<file path="src/kpi_pkg.sv">
// Package of register map, field positions and reset values for the key interrupt unit
package kpi_pkg;
    localparam logic [7:0] STATUS_CONTROL_OFFSET = 8'h1A;
    localparam logic [7:0] PIN_ENABLE_OFFSET = 8'h1B;
    localparam int PIN_COUNT = 6;
    // Status/control fields
    localparam int TRIGGER_LEVEL_BIT = 0;
    localparam int IRQ_MASK_BIT = 1;
    localparam int IRQ_ACK_BIT = 2;
    localparam int PENDING_BIT = 3;
    // Enable register fields
    localparam int WAKEUP_ENABLE_BIT = 6;
    localparam logic [7:0] STATUS_CONTROL_RESET = 8'h00;
    localparam logic [7:0] PIN_ENABLE_RESET = 8'h00;
    localparam logic [15:0] IRQ_VECTOR_HIGH_ADDR = 16'hFFE0;
    localparam logic [15:0] IRQ_VECTOR_LOW_ADDR = 16'hFFE1;
endpackage

</file>
<file path="src/kpi_sync.sv">
// Two-stage synchroniser for the key input pins
`timescale 1ns/1ps
module kpi_sync (
    input wire logic core_clk,
    input wire logic rstn,
    input wire logic [5:0] async_in,
    output logic [5:0] sync_out
);
    typedef struct packed {
        logic [5:0] meta;
        logic [5:0] stable;
    } kpi_sync_t;

    kpi_sync_t state_ff;
    kpi_sync_t nxt_state;

    // First stage feeds only the second; idle level is high (pullups)
    always_comb
    begin
        nxt_state.meta = async_in;
        nxt_state.stable = state_ff.meta;
    end

    always_ff @(posedge core_clk or negedge rstn)
    begin
        if (!rstn)
        begin
            state_ff <= {6'h3F, 6'h3F};
        end
        else
        begin
            state_ff <= nxt_state;
        end
    end

    assign sync_out = state_ff.stable;
endmodule

</file>
<file path="src/kpi_unit.sv">
// Key pin interrupt unit: pin latch, wakeup latch, mask, acknowledge and registers
`timescale 1ns/1ps
module kpi_unit (
    input wire logic core_clk,
    input wire logic rstn,
    input wire logic [7:0] reg_addr,
    input wire logic [7:0] reg_wdata,
    input wire logic reg_wr,
    input wire logic reg_rd,
    output logic [7:0] reg_rdata,
    input wire logic [5:0] port_pins_in,
    input wire logic [5:0] port_direction,
    input wire logic [5:0] port_pullup_enable,
    output logic [5:0] pin_output_allow,
    output logic [5:0] pin_pullup_on,
    output logic [5:0] pin_read_valid,
    input wire logic wakeup_timer_request,
    input wire logic vector_fetch,
    input wire logic break_active,
    input wire logic break_clear_enable,
    output logic wakeup_irq_enable,
    output logic irq_request,
    output logic wake_request
);
    typedef struct packed {
        logic trigger_level_select;
        logic irq_mask;
        logic [5:0] pin_irq_enable;
        logic wakeup_irq_enable;
        logic pin_latch;
        logic wakeup_latch;
        logic ack_seen;
        logic [5:0] prev_pins;
        logic [7:0] rdata;
    } kpi_unit_t;

    kpi_unit_t state_ff;
    kpi_unit_t nxt_state;
    logic [5:0] pins_sync;

    // Pin levels cross into the bus clock here
    kpi_sync u_sync (
        .core_clk(core_clk),
        .rstn(rstn),
        .async_in(port_pins_in),
        .sync_out(pins_sync)
    );

    // Masked view: a disabled pin looks high so it never triggers
    function automatic logic any_low(input logic [5:0] lvl, input logic [5:0] en);
        any_low = |(~lvl & en);
    endfunction

    logic sc_sel;
    logic en_sel;
    logic ack_wr;
    logic ack_pulse;
    logic ack_allowed;
    logic now_low;
    logic was_low;
    logic fall_trigger;
    logic pending;
    logic [7:0] status_view;

    always_comb
    begin
        sc_sel = (reg_addr == kpi_pkg::STATUS_CONTROL_OFFSET);
        en_sel = (reg_addr == kpi_pkg::PIN_ENABLE_OFFSET);
        // Break blocks the register acknowledge unless the break-clear enable is set; vector fetch still clears the pin latch
        ack_allowed = !break_active || break_clear_enable;
        ack_wr = reg_wr && sc_sel && reg_wdata[kpi_pkg::IRQ_ACK_BIT] && ack_allowed;
        ack_pulse = ack_wr || vector_fetch;
        now_low = any_low(pins_sync, state_ff.pin_irq_enable);
        was_low = any_low(state_ff.prev_pins, state_ff.pin_irq_enable);
        // Only the all-high to some-low step counts, which also blocks
        // edges while another enabled pin is held low
        fall_trigger = now_low && !was_low;
        pending = state_ff.pin_latch || state_ff.wakeup_latch;
        status_view = 8'h00;
        status_view[kpi_pkg::PENDING_BIT] = pending;
        status_view[kpi_pkg::IRQ_MASK_BIT] = state_ff.irq_mask;
        status_view[kpi_pkg::TRIGGER_LEVEL_BIT] = state_ff.trigger_level_select;
    end

    // Next-state logic for registers and latches
    always_comb
    begin
        nxt_state = state_ff;
        nxt_state.prev_pins = pins_sync;
        if (reg_wr && sc_sel)
        begin
            nxt_state.irq_mask = reg_wdata[kpi_pkg::IRQ_MASK_BIT];
            nxt_state.trigger_level_select = reg_wdata[kpi_pkg::TRIGGER_LEVEL_BIT];
        end
        if (reg_wr && en_sel)
        begin
            nxt_state.pin_irq_enable = reg_wdata[5:0];
            // Held only for the wakeup timer, no pin effect
            nxt_state.wakeup_irq_enable = reg_wdata[kpi_pkg::WAKEUP_ENABLE_BIT];
        end
        // Pin latch: acknowledge clears, new edge in same cycle wins
        // Level mode remembers an ack taken while a pin is still low,
        // so the latch drops once every enabled pin is back high
        if (ack_pulse)
        begin
            if (!state_ff.trigger_level_select || !now_low)
            begin
                nxt_state.pin_latch = 1'b0;
                nxt_state.ack_seen = 1'b0;
            end
            else
            begin
                nxt_state.ack_seen = 1'b1;
            end
        end
        if (state_ff.trigger_level_select && state_ff.ack_seen && !now_low)
        begin
            nxt_state.pin_latch = 1'b0;
            nxt_state.ack_seen = 1'b0;
        end
        // Level mode: any enabled low pin keeps the request up
        if (state_ff.trigger_level_select && now_low)
        begin
            nxt_state.pin_latch = 1'b1;
        end
        if (fall_trigger)
        begin
            nxt_state.pin_latch = 1'b1;
            nxt_state.ack_seen = 1'b0;
        end
        // Wakeup latch ignores vector fetch
        if (ack_wr)
        begin
            nxt_state.wakeup_latch = 1'b0;
        end
        if (wakeup_timer_request)
        begin
            nxt_state.wakeup_latch = 1'b1;
        end
        nxt_state.rdata = 8'h00;
        if (reg_rd && sc_sel)
        begin
            nxt_state.rdata = status_view;
        end
        else if (reg_rd && en_sel)
        begin
            nxt_state.rdata = {1'b0, state_ff.wakeup_irq_enable, state_ff.pin_irq_enable};
        end
    end

    // Asynchronous reset clears control, enables and latches
    always_ff @(posedge core_clk or negedge rstn)
    begin
        if (!rstn)
        begin
            state_ff.trigger_level_select <= 1'b0;
            state_ff.irq_mask <= 1'b0;
            state_ff.pin_irq_enable <= 6'h00;
            state_ff.wakeup_irq_enable <= 1'b0;
            state_ff.pin_latch <= 1'b0;
            state_ff.wakeup_latch <= 1'b0;
            state_ff.ack_seen <= 1'b0;
            state_ff.prev_pins <= 6'h3F;
            state_ff.rdata <= 8'h00;
        end
        else
        begin
            state_ff <= nxt_state;
        end
    end

    // Port-facing controls; an enabled pin is an input with pullup
    assign pin_pullup_on = port_pullup_enable | state_ff.pin_irq_enable;
    assign pin_output_allow = port_direction & ~state_ff.pin_irq_enable;
    assign pin_read_valid = ~port_direction;
    assign wakeup_irq_enable = state_ff.wakeup_irq_enable;
    assign reg_rdata = state_ff.rdata;
    // No clock gating here, so requests wake the core from wait/stop
    assign irq_request = (state_ff.pin_latch || state_ff.wakeup_latch)
        && !state_ff.irq_mask;
    assign wake_request = irq_request;
endmodule

</file>
<file path="config.mk">
export PLATFORM = sky130hd
export DESIGN_NAME = kpi_unit
export DESIGN_NICKNAME = d
export VERILOG_FILES = /design/src/kpi_pkg.sv /design/src/kpi_sync.sv /design/src/kpi_unit.sv
export SDC_FILE = /design/constraint.sdc
export NUM_CORES = 1
export LEC_CHECK = 0
export BUFFER_PORTS_ARGS = -buffer_cell sky130_fd_sc_hd__buf_2
export CAP_MARGIN = 20
export CORE_ASPECT_RATIO = 0.75
export CORE_MARGIN = 5
export CORE_UTILIZATION = 46
export DETAILED_ROUTE_END_ITERATION = 12
export PLACE_DENSITY = 0.88
export SYNTH_ARGS = -nofsm -noshare
export SYNTH_HDL_FRONTEND = slang
export SYNTH_SLANG_ARGS = --single-unit
</file>
<file path="constraint.sdc">
create_clock -name core_clk -period 3.3 [get_ports core_clk]
set_input_delay 0.495 -clock core_clk [delete_from_list [all_inputs] [get_ports core_clk]]
set_output_delay 0.495 -clock core_clk [all_outputs]
set_load 0.02 [all_outputs]
</file>
==> impl_results.md, run 1 <==
* Status: completed
* Synth Cell Area at 1509 um^2
* Starting Density at 0.4685
* Synth cell types at 27
* Total track usage at 0.1385
* Mean routed wirelength per cell at 12.80 um
* CTS buffer count at 5
* Slew @ Worst Pin at 0.7570 ns
* Clk slew on worst S/H paths at 0.07 ns
* Die W at 76.14 um
* Cell Rows at 18
* TritonCTS sink count at 37
* Ys flop type: dfrtp_1
* Yosys Warn Count at 0
* Worst vdd ir at 0.0002722 V
* Required @ worst endpoint at 2.80 ns
* Part of the cycle the worst path needs at 0.5037
* Max Slew Vio Count at 0
* Final core utilization at 0.5944
* Critical Path End Type: output pin
* Minimum clock period at 1.662 ns
* Post-synthesis cell count at 123
* Hpwl dp at 2328 um
* Yosys reg bits at 37
* Clock latency at the later pin of the worst-skew pair at 0.28 ns
* Slew headroom at 0.4953
* DRT Pass-1 Iters at 4
* Via/cell ratio at 4.755
* Mean Syn Cell Area at 12.27 um^2
* IO Port Bufs at 68
* Achievable Freq at 0.6016 GHz
* Hold_ws at 0.2876 ns
* Max Buffers Root-to-Sink at 2
* Detailed Route WL at 2932 um
* Layout cells sized above 1 at 0.5979
* Asr flop ratio synth at 1.000
* Drt drc at 0
* Number of top-level pins at 71
* Synth top cells by count: 19 x dfrtp_1, 18 x dfstp_2, 14 x nor2_1
* Post-Route Setup TNS at 0 ns
* Top cell type's share of synthesized area at 0.3151
* First-pass GRT wire length at 4788 um
* CTS resizes at 0
* Maxcap violations at 0
* Arr. time, crit path at 1.17 ns
* CTS tree: built
* Total Power at 0.9127 mW
* Core area at 3221 um^2
* Crit Path Category: register to output pin
* Critical path launch point type: register
* H-tree Lvls at 2
* Antenna violations before repair at 0
* CP Max Fanout at 5
* Clock root cell: clkbuf_8
* Most common cell in the netlist: dfrtp_1
* Pin count of the biggest net entering global routing at 38
* Pwr/cell area at 476.8 nW/um^2
* Largest area contributor in the netlist: dfrtp_1
* Setup Buffers After CTS at 0
* # hold bufs at CTS at 0
* Number of setup violations in the final report at 0
* Syn nets at 165
* Drt initial violations at 13
* Die area at 4538 um^2
* Setup Skew at 0.005916 ns
* EDFF count, synth at 0
* Main area contributors after synthesis: dfrtp_1 32%, dfstp_2 31%, mux2_2 6.7%
* RSZ-0062 raised after global routing: no
* Hold Vio Cnt, Final at 0
* Tightest Hold Check Type: primary input to asynchronous set/reset pin
* ANT nets after route at 0
* Vias in the first global route at 1083
* Pleak at 0.9911 nW
* # diodes at 0
* Routability cong. at 0.7968
* Synthesis-to-finish area growth at 26.87%
* Sequential element share of the synthesized area at 0.6285
* Vias at 1089
* Die Height at 59.60 um
* Nets@finish at 230
* Total gr overflow at 0
[worst max-delay path, cell delays in order (launching register included)]
cell and delay [ns]:
dfrtp_1 0.43, or2_2 0.30, buf_2 0.16
[final cells by class]
class	count	area [um^2]
Clock buffer	8	90.09
Fill cell	259	1306
Inverter	14	52.55
Multi-Input combinational cell	62	432.9
Sequential cell	37	948.4
Tap cell	40	50.05
Timing Repair Buffer	68	340.3
[sequential cells by signal, summed over array words and instances, names as in the netlist]
name / flops
state_ff: 17
wakeup_irq_enable: 1
reg_rdata: 7
u_sync.nxt_state: 6
u_sync.sync_out: 6
[placed cells by master, fill, tap and decap left out, types with 2 or more instances in the layout]
cell type	count
clkbuf_8	6
or2_2	6
o22ai_1	6
dfstp_2	18
inv_1	13
nor3_1	5
mux2i_1	3
a21oi_1	2
clkbuf_1	2
dfrtp_1	19
nand2_1	3
nor2_1	14
buf_2	68
mux2_2	9
[per-layer routing]
metal	GRT usage	wire, um	vias to the layer above
li1	-	-	524
met1	0.1596	1170	511
met2	0.2085	1354	48
met3	0.07143	349	6
met4	0.08229	58	0
met5	0	0	-
[worst paths after layout]
path,start,to,slack [ns],depth (start not counted)
max reg2reg,state_ff[23]$_DFFE_PN0P_,state_ff[14]$_DFFE_PN0P_,1.81,5
min in group core_clk,port_pins_in[5],u_sync.nxt_state[5]$_DFF_PN1_,0.30,1
max in group asynchronous,rstn,state_ff[23]$_DFFE_PN0P_,2.54,1
min reg2reg,u_sync.nxt_state[1]$_DFF_PN1_,u_sync.sync_out[1]$_DFF_PN1_,0.35,0
min,rstn,reg_rdata[1]$_DFF_PN0_,0.29,1
max,state_ff[21]$_DFFE_PN0P_,pin_pullup_on[3],1.64,2
[logic make-up (layout without fill, tap and decap cells)]
kind of cell,after synthesis,count (layout),share of synthesized area
compound gates,11,11,0.04561
buf+inv,24,90,0.08458
flops,37,37,0.6285
mux,13,13,0.09701
other cells,1,1,0.002485
simple gates,37,37,0.1418
[stage by stage]
stage	cell area, um^2	setup slack (ns)	cells
2_1_floorplan	1509	1.788	123
3_3_place_gp	1824	1.508	221
3_5_place_dp	1824	1.494	221
4_1_cts	1914	1.622	229
5_1_grt	1914	1.598	229
6_report	1914	1.638	229
[where the power goes]
part           switching, mW  total, mW  leakage (nW)  internal [mW]
Clock                  0.142      0.312        0.0455          0.170
Sequential            0.0115      0.494         0.447          0.483
Combinational         0.0579      0.107         0.499         0.0488
Note: power is estimated with default switching activity, not from simulation.
==> run 2: changes to the inputs <==
Settings changed: CORE_UTILIZATION 46 to 41, PLACE_DENSITY 0.88 to 0.84.
Clock period 3.3 ns to 1.4 ns, I/O delays scaled along.
==> impl_results.md, run 2 (synthesized netlist as in run 1, its figures left out) <==
* Max FFs per register at 17 (unchanged)
* Layout cells sized above 1 at 0.6471 (was 0.5979)
* CP Max Fanout at 2 (was 5)
* Pwr/cell area at 1024 nW/um^2 (was 476.8 nW/um^2)
* Fin area at 2132 um^2 (was 1914 um^2)
* Detailed Route WL at 3309 um (was 2932 um)
* Most common cell after layout, fill and taps aside: buf_2 (unchanged)
* DP Area at 1929 um^2 (was 1824 um^2)
* Via/cell ratio at 4.480 (was 4.755)
* Number of fill cells in the layout at 302 (was 259)
* Register area at 948.4 um^2 (unchanged)
* Failing checks: negative setup slack
* Drt drc at 0 (unchanged)
* Mean routed wirelength per cell at 12.93 um (was 12.80 um)
* Hold Vio Cnt, Final at 0 (unchanged)
* ANT nets after route at 0 (unchanged)
* Die W at 80.05 um (was 76.14 um)
* DRT Pass-1 Iters at 4 (unchanged)
* Nets@finish at 245 (was 230)
* Vias in the first global route at 1198 (was 1083)
* Starting Density at 0.4176 (was 0.4685)
* Antenna violations before repair at 0 (unchanged)
* CTS tree: built (unchanged)
* Hpwl dp at 2476 um (was 2328 um)
* Die Height at 62.54 um (was 59.60 um)
* Core area at 3613 um^2 (was 3221 um^2)
* CTS buffer count at 5 (unchanged)
* Clock latency at the later pin of the worst-skew pair at 0.29 ns (was 0.28 ns)
* Setup Skew at 0.006484 ns (was 0.005916 ns)
* Number of top-level pins at 71 (unchanged)
* Pleak at 1.087 nW (was 0.9911 nW)
* Max Slew Vio Count at 0 (unchanged)
* Die area at 5006 um^2 (was 4538 um^2)
* RSZ-0062 raised after global routing: yes (was no)
* Post-route insts no fill at 256 (was 229)
* Required @ worst endpoint at 1.62 ns (was 2.80 ns)
* Synthesis-to-finish area growth at 41.29% (was 26.87%)
* R2R Setup Slk at -0.05 ns (was 1.81 ns)
* Routability cong. at 0.8172 (was 0.7968)
* Top reg by flops: state_ff (unchanged)
* Final core utilization at 0.5900 (was 0.5944)
* Drt initial violations at 65 (was 13)
* Worst vdd ir at 0.0007240 V (was 0.0002722 V)
* Total Power at 2.184 mW (was 0.9127 mW)
* First-pass GRT wire length at 5250 um (was 4788 um)
* Clk slew on worst S/H paths at 0.07 ns (about the same)
* CP endpoint: state_ff[14]$_DFFE_PN0P_ (was pin_pullup_on[3])
* Placed cell count at 245 (was 221)
* Final WS setup at -0.04927 ns (was 1.638 ns)
* Area occupied by multi-input gates at 466.7 um^2 (was 432.9 um^2)
* Critical Path End Type: register (was output pin)
* FF-to-FF End: state_ff[14]$_DFFE_PN0P_ (unchanged)
* Minimum clock period at 1.449 ns
* Worst r2r src: u_sync.sync_out[1]$_DFF_PN1_ (was state_ff[23]$_DFFE_PN0P_)
* Pin count of the biggest net entering global routing at 38 (unchanged)
* Achievable Freq at 0.6900 GHz
* Tightest Hold Check Type: primary input to register (was primary input to asynchronous set/reset pin)
* Commonest cells after routing, fill and taps aside: 60 x buf_2, 19 x dfrtp_1, 18 x dfstp_2 (was 68 x buf_2, 19 x dfrtp_1, 18 x dfstp_2)
* Register-to-Register Path Depth at 4 (was 5)
* Total gr overflow at 0 (unchanged)
* H-tree Lvls at 2 (unchanged)
* Cell Rows at 19 (was 18)
* TritonCTS sink count at 37 (unchanged)
* Clock root cell: clkbuf_8 (unchanged)
* Vias at 1147 (was 1089)
* Arr. time, crit path at 1.67 ns (was 1.17 ns)
* Status: complete, but fails checks (was completed)
* Max Buffers Root-to-Sink at 2 (unchanged)
* Crit. Startpoint: u_sync.sync_out[1]$_DFF_PN1_ (was state_ff[21]$_DFFE_PN0P_)
* Part of the cycle the worst path needs at 1.035
* Critical path launch point type: register (unchanged)
* Number of setup violations in the final report at 1 (was 0)
* # diodes at 0 (unchanged)
* IO Port Bufs at 68 (unchanged)
* Maxcap violations at 0 (unchanged)
* Crit Path Category: register to register (was register to output pin)
* Total track usage at 0.1377 (was 0.1385)
==> run 2: cell types whose count changed in the layout (fill, tap and decap cells not counted), moves of 2 or more <==
cell | previous run | this run
or2_4 | 0 | 5
buf_6 | 0 | 11
buf_2 | 68 | 60
clkinv_2 | 0 | 2
nor2_1 | 14 | 12
buf_4 | 0 | 11
or2_2 | 6 | 1
==> run 2: worst min path at each step <==
stage | start | to | slack, ns | cells after the start
final | port_pins_in[1] | u_sync.nxt_state[1]$_DFF_PN1_ | 0.02 | 1
after global routing | port_pins_in[3] | u_sync.nxt_state[3]$_DFF_PN1_ | 0.0003 | 1
after CTS | port_pins_in[1] | u_sync.nxt_state[1]$_DFF_PN1_ | 0.01 | 1
after detailed placement | rstn | state_ff[23]$_DFFE_PN0P_ | 0.27 | 2
after global placement | rstn | state_ff[18]$_DFFE_PN0P_ | 0.26 | 2
after floorplan | rstn | reg_rdata[0]$_DFF_PN0_ | -0.09 | 0
==> run 2: area by class of cell <==
type	instances	share of cell area
sequential	37	0.4448
clock buffer	6	0.03404
multi-input combinational	62	0.2189
timing repair buffer	83	0.2424
tap	52	0.03052
inverter	14	0.02465
clock inverter	2	0.004695
==> run 2: what timing repair did <==
| item | 4_1_cts | 5_1_grt |
|---|---|---|
| hold buffers | 1 | 0 |
| pin swaps | 1 | 5 |
| hold endpoints to repair | 19 | 0 |
| gates resized for setup | 19 | 11 |
| setup endpoints to repair | 7 | 9 |
| buffers inserted | 2 | 1 |
==> run 2: stage by stage <==
stage	setup slack [ns]	TNS [ns]	hold WS, ns
after floorplan	0.003029	0	-0.08559
after global placement	-0.01352	-0.01352	0.2647
after detailed placement	-0.04628	-0.04628	0.2683
after CTS	-0.05717	-0.06086	0.01002
after global routing	-0.07976	-0.09691	0.0002613
final	-0.04927	-0.04927	0.02076
==> run 2: critical path, stage by stage, from the launching register on <==
cell	delay, ns
dfstp_2	0.53
o22ai_1	0.07
or3_4	0.40
mux2_4	0.31
nor2_2	0.08
==> run 2: power breakdown <==
| group | switching, mW | total, mW | internal [mW] | leakage [nW] |
|---|---|---|---|---|
| combinational | 0.160 | 0.329 | 0.169 | 0.595 |
| sequential | 0.0261 | 1.16 | 1.14 | 0.447 |
| clock | 0.347 | 0.691 | 0.344 | 0.0450 |
==> run 2: layer usage <==
layer / wire (um) / track usage / share of wire
met1: 1275 / 0.1456 / 0.39
met2: 1614 / 0.2262 / 0.49
met3: 365 / 0.07349 / 0.11
met4: 54 / 0.05907 / 0.016
met5: 0 / 0 / 0
==> run 3: changes to the inputs <==
Settings changed: ABC_AREA set to 1, CORE_UTILIZATION 41 to 42.
==> impl_results.md, run 3 <==
* Total track usage at 0.1382 (was 0.1377)
* Post-route insts no fill at 306 (was 256)
* Asr flop ratio synth at 1.000 (unchanged)
* Die W at 81.94 um (was 80.05 um)
* Sequential element share of the synthesized area at 0.5817 (was 0.6285)
* # diodes at 0 (unchanged)
* Critical Path End Type: output pin (was register)
* Max Slew Vio Count at 0 (unchanged)
* EDFF count, synth at 0 (unchanged)
* ANT nets after route at 0 (unchanged)
* Mean Syn Cell Area at 9.159 um^2 (was 12.27 um^2)
* Combinational fraction of design power at 0.126 (was 0.151)
* Hold Vio Cnt, Final at 0 (unchanged)
* Sw frac at 0.2418 (was 0.2441)
* Maxcap violations at 0 (unchanged)
* Crit Path Category: register to output pin (was register to register)
* Commonest cells after routing, fill and taps aside: 64 x buf_2, 34 x inv_1, 30 x nand2_1 (was 60 x buf_2, 19 x dfrtp_1, 18 x dfstp_2)
* Setup Skew at 0.009304 ns (was 0.006484 ns)
* Max Buffers Root-to-Sink at 2 (unchanged)
* Pleak at 1.202 nW (was 1.087 nW)
* Placed cell count at 291 (was 245)
* Arr. time, crit path at 1.17 ns (was 1.67 ns)
* Post-Route Setup TNS at 0 ns (was -0.04927 ns)
* Top cell type's share of synthesized area at 0.2916 (was 0.3151)
* Fin area at 2180 um^2 (was 2132 um^2)
* Layout cells sized above 1 at 0.5000 (was 0.6471)
* Nets@finish at 295 (was 245)
* Minimum clock period at 1.384 ns (was 1.449 ns)
* Clock latency at the later pin of the worst-skew pair at 0.29 ns (about the same)
* Final WS setup at 0.01604 ns (was -0.04927 ns)
* Pint at 1.658 mW (was 1.651 mW)
* Clock root cell: clkbuf_8 (unchanged)
* First-pass GRT wire length at 5402 um (was 5250 um)
* Status: completed (was complete, but fails checks)
* Number of setup violations in the final report at 0 (was 1)
* Drt initial violations at 76 (was 65)
* Synth Cell Area at 1630 um^2 (was 1509 um^2)
* R2R Setup Slk at 0.02 ns (was -0.05 ns)
* Post-synthesis cell count at 178 (was 123)
* Most common cell after layout, fill and taps aside: buf_2 (unchanged)
* Max FFs per register at 17 (unchanged)
* Synth top cells by count: 35 x inv_1, 31 x nand2_1, 23 x nor2_1 (was 19 x dfrtp_1, 18 x dfstp_2, 14 x nor2_1)
* Worst vdd ir at 0.0008394 V (was 0.0007240 V)
* Via/cell ratio at 4.265 (was 4.480)
* Net switching power at 0.5288 mW (was 0.5330 mW)
* Part of the cycle the worst path needs at 0.9885 (was 1.035)
* Top reg by flops: state_ff (unchanged)
* Seq pwr share at 0.531 (was 0.533)
* Vias at 1305 (was 1147)
* DP Area at 1992 um^2 (was 1929 um^2)
* Detailed Route WL at 3439 um (was 3309 um)
* TritonCTS sink count at 37 (unchanged)
* Vias in the first global route at 1225 (was 1198)
* Clk slew on worst S/H paths at 0.06 ns (was 0.07 ns)
* Drt drc at 0 (unchanged)
* Most common cell in the netlist: inv_1 (was dfrtp_1)
* RSZ-0062 raised after global routing: yes (unchanged)
* CP Max Fanout at 4 (was 2)
* IO Port Bufs at 68 (unchanged)
* CTS buffer count at 5 (unchanged)
* Synthesis-to-finish area growth at 33.69% (was 41.29%)
* Largest area contributor in the netlist: dfrtp_1 (unchanged)
* Critical path launch point type: register (unchanged)
* Place WS at 0.02804 ns (was -0.04628 ns)
* Pin count of the biggest net entering global routing at 21 (was 38)
* DRT Pass-1 Iters at 4 (unchanged)
* Clock power share at 0.343 (was 0.316)
* Main area contributors after synthesis: dfrtp_1 29%, dfstp_2 29%, inv_1 8.1% (was dfrtp_1 32%, dfstp_2 31%, mux2_2 6.7%)
* Starting Density at 0.4396 (was 0.4176)
* Crit. Startpoint: state_ff[18]$_DFFE_PN0P_ (was u_sync.sync_out[1]$_DFF_PN1_)
* Worst r2r src: u_sync.sync_out[0]$_DFF_PN1_ (was u_sync.sync_out[1]$_DFF_PN1_)
* Number of top-level pins at 71 (unchanged)
* Ys flop type: dfrtp_1 (unchanged)
* Tightest Hold Check Type: primary input to register (unchanged)
* Yosys reg bits at 37 (unchanged)
* Die area at 5240 um^2 (was 5006 um^2)
* CTS tree: built (unchanged)
* Cell Rows at 19 (unchanged)
* Core area at 3709 um^2 (was 3613 um^2)
* Routability cong. at 0.7954 (was 0.8172)
* Hpwl dp at 2691 um (was 2476 um)
* Synth cell types at 25 (was 27)
* Antenna violations before repair at 0 (unchanged)
* Achievable Freq at 0.7226 GHz (was 0.6900 GHz)
* Mean routed wirelength per cell at 11.24 um (was 12.93 um)
* Yosys Warn Count at 0 (unchanged)
* Total gr overflow at 0 (unchanged)
* Syn nets at 220 (was 165)
* Pwr/cell area at 1003 nW/um^2 (was 1024 nW/um^2)
* H-tree Lvls at 2 (unchanged)
* Hold Path Origin: port_pins_in[0] (was port_pins_in[1])
* Required @ worst endpoint at 1.19 ns (was 1.62 ns)
* Die Height at 63.96 um (was 62.54 um)
==> run 3: cell types whose count changed in the layout (fill, tap and decap cells not counted), moves of 3 or more <==
cell	delta
o21ai_0	+5
inv_1	+21
buf_6	-8
buf_2	+4
o21ai_1	+3
nand2_2	+3
mux2i_1	-3
nor3_1	-4
mux2_2	-9
inv_2	+3
nor2_1	+10
nand3_1	+5
o22ai_1	-5
nand2_1	+27
==> run 3: area by class of cell <==
class	count	area, um^2
fillers	341	1529
inverters	38	142.6
repair buffers	78	451.7
clock buffers	8	90.09
flip-flops and latches	37	950.9
multi-input cells	93	479.2
well taps	52	65.06
==> run 3: layer usage <==
layer | share of wire | vias up | track usage
li1 | - | 667 | -
met1 | 0.46 | 592 | 0.1882
met2 | 0.45 | 43 | 0.1966
met3 | 0.082 | 3 | 0.05337
met4 | 0.0099 | 0 | 0.05602
met5 | 0 | - | 0
==> run 3: kinds of logic (layout without fill, tap and decap cells) <==
kind of cell	Yosys count	count (layout)	synth area share
AO/OA/AOI/OAI	18	18	0.06753
buffers and inverters	48	124	0.1358
flip-flops	37	37	0.5817
multiplexers	1	1	0.009207
other	1	1	0.002300
AND/OR/NAND/NOR	73	73	0.2034
==> run 3: per-stage QoR <==
step | hold slack, ns | util | power, mW
3_5_place_dp | 0.1897 | 0.5371 | 1.427
3_3_place_gp | 0.1823 | 0.5371 | 1.416
6_report | 0.02098 | 0.5877 | 2.187
4_1_cts | 0.007255 | 0.5729 | 2.188
5_1_grt | 0.002818 | 0.5877 | 2.293
2_1_floorplan | -0.08559 | - | 1.305
==> run 3: worst max-delay path, cell delays in order (launching register included) <==
cell and delay, ns:
dfrtp_1 0.43, or2_2 0.31, buf_2 0.16
==> run 3: final timing paths <==
check	to	cells after the start
max	pin_pullup_on[0]	2
min	u_sync.nxt_state[0]$_DFF_PN1_	1
max reg2reg	state_ff[14]$_DFFE_PN0P_	9
min reg2reg	u_sync.sync_out[5]$_DFF_PN1_	0
max in group asynchronous	u_sync.sync_out[5]$_DFF_PN1_	3
min in group asynchronous	state_ff[20]$_DFFE_PN0P_	2
==> run 3: timing repair <==
| action | in CTS | in global routing |
|---|---|---|
| buffers inserted | 4 | 2 |
| pin swaps | 0 | 6 |
| resized for setup | 2 | 15 |
| endpoints found under the setup margin | 4 | 7 |
| hold buffers | 1 | 0 |
| hold endpoints to repair | 6 | 0 |
==> run 3: power by group through the flow <==
stage	Sequential [mW]	Combinational, mW	Clock, mW
2_1_floorplan	1.17	0.133	0
5_1_grt	1.16	0.307	0.821
4_1_cts	1.16	0.261	0.767
3_5_place_dp	1.18	0.246	0
3_3_place_gp	1.18	0.240	0
6_report	1.16	0.276	0.751
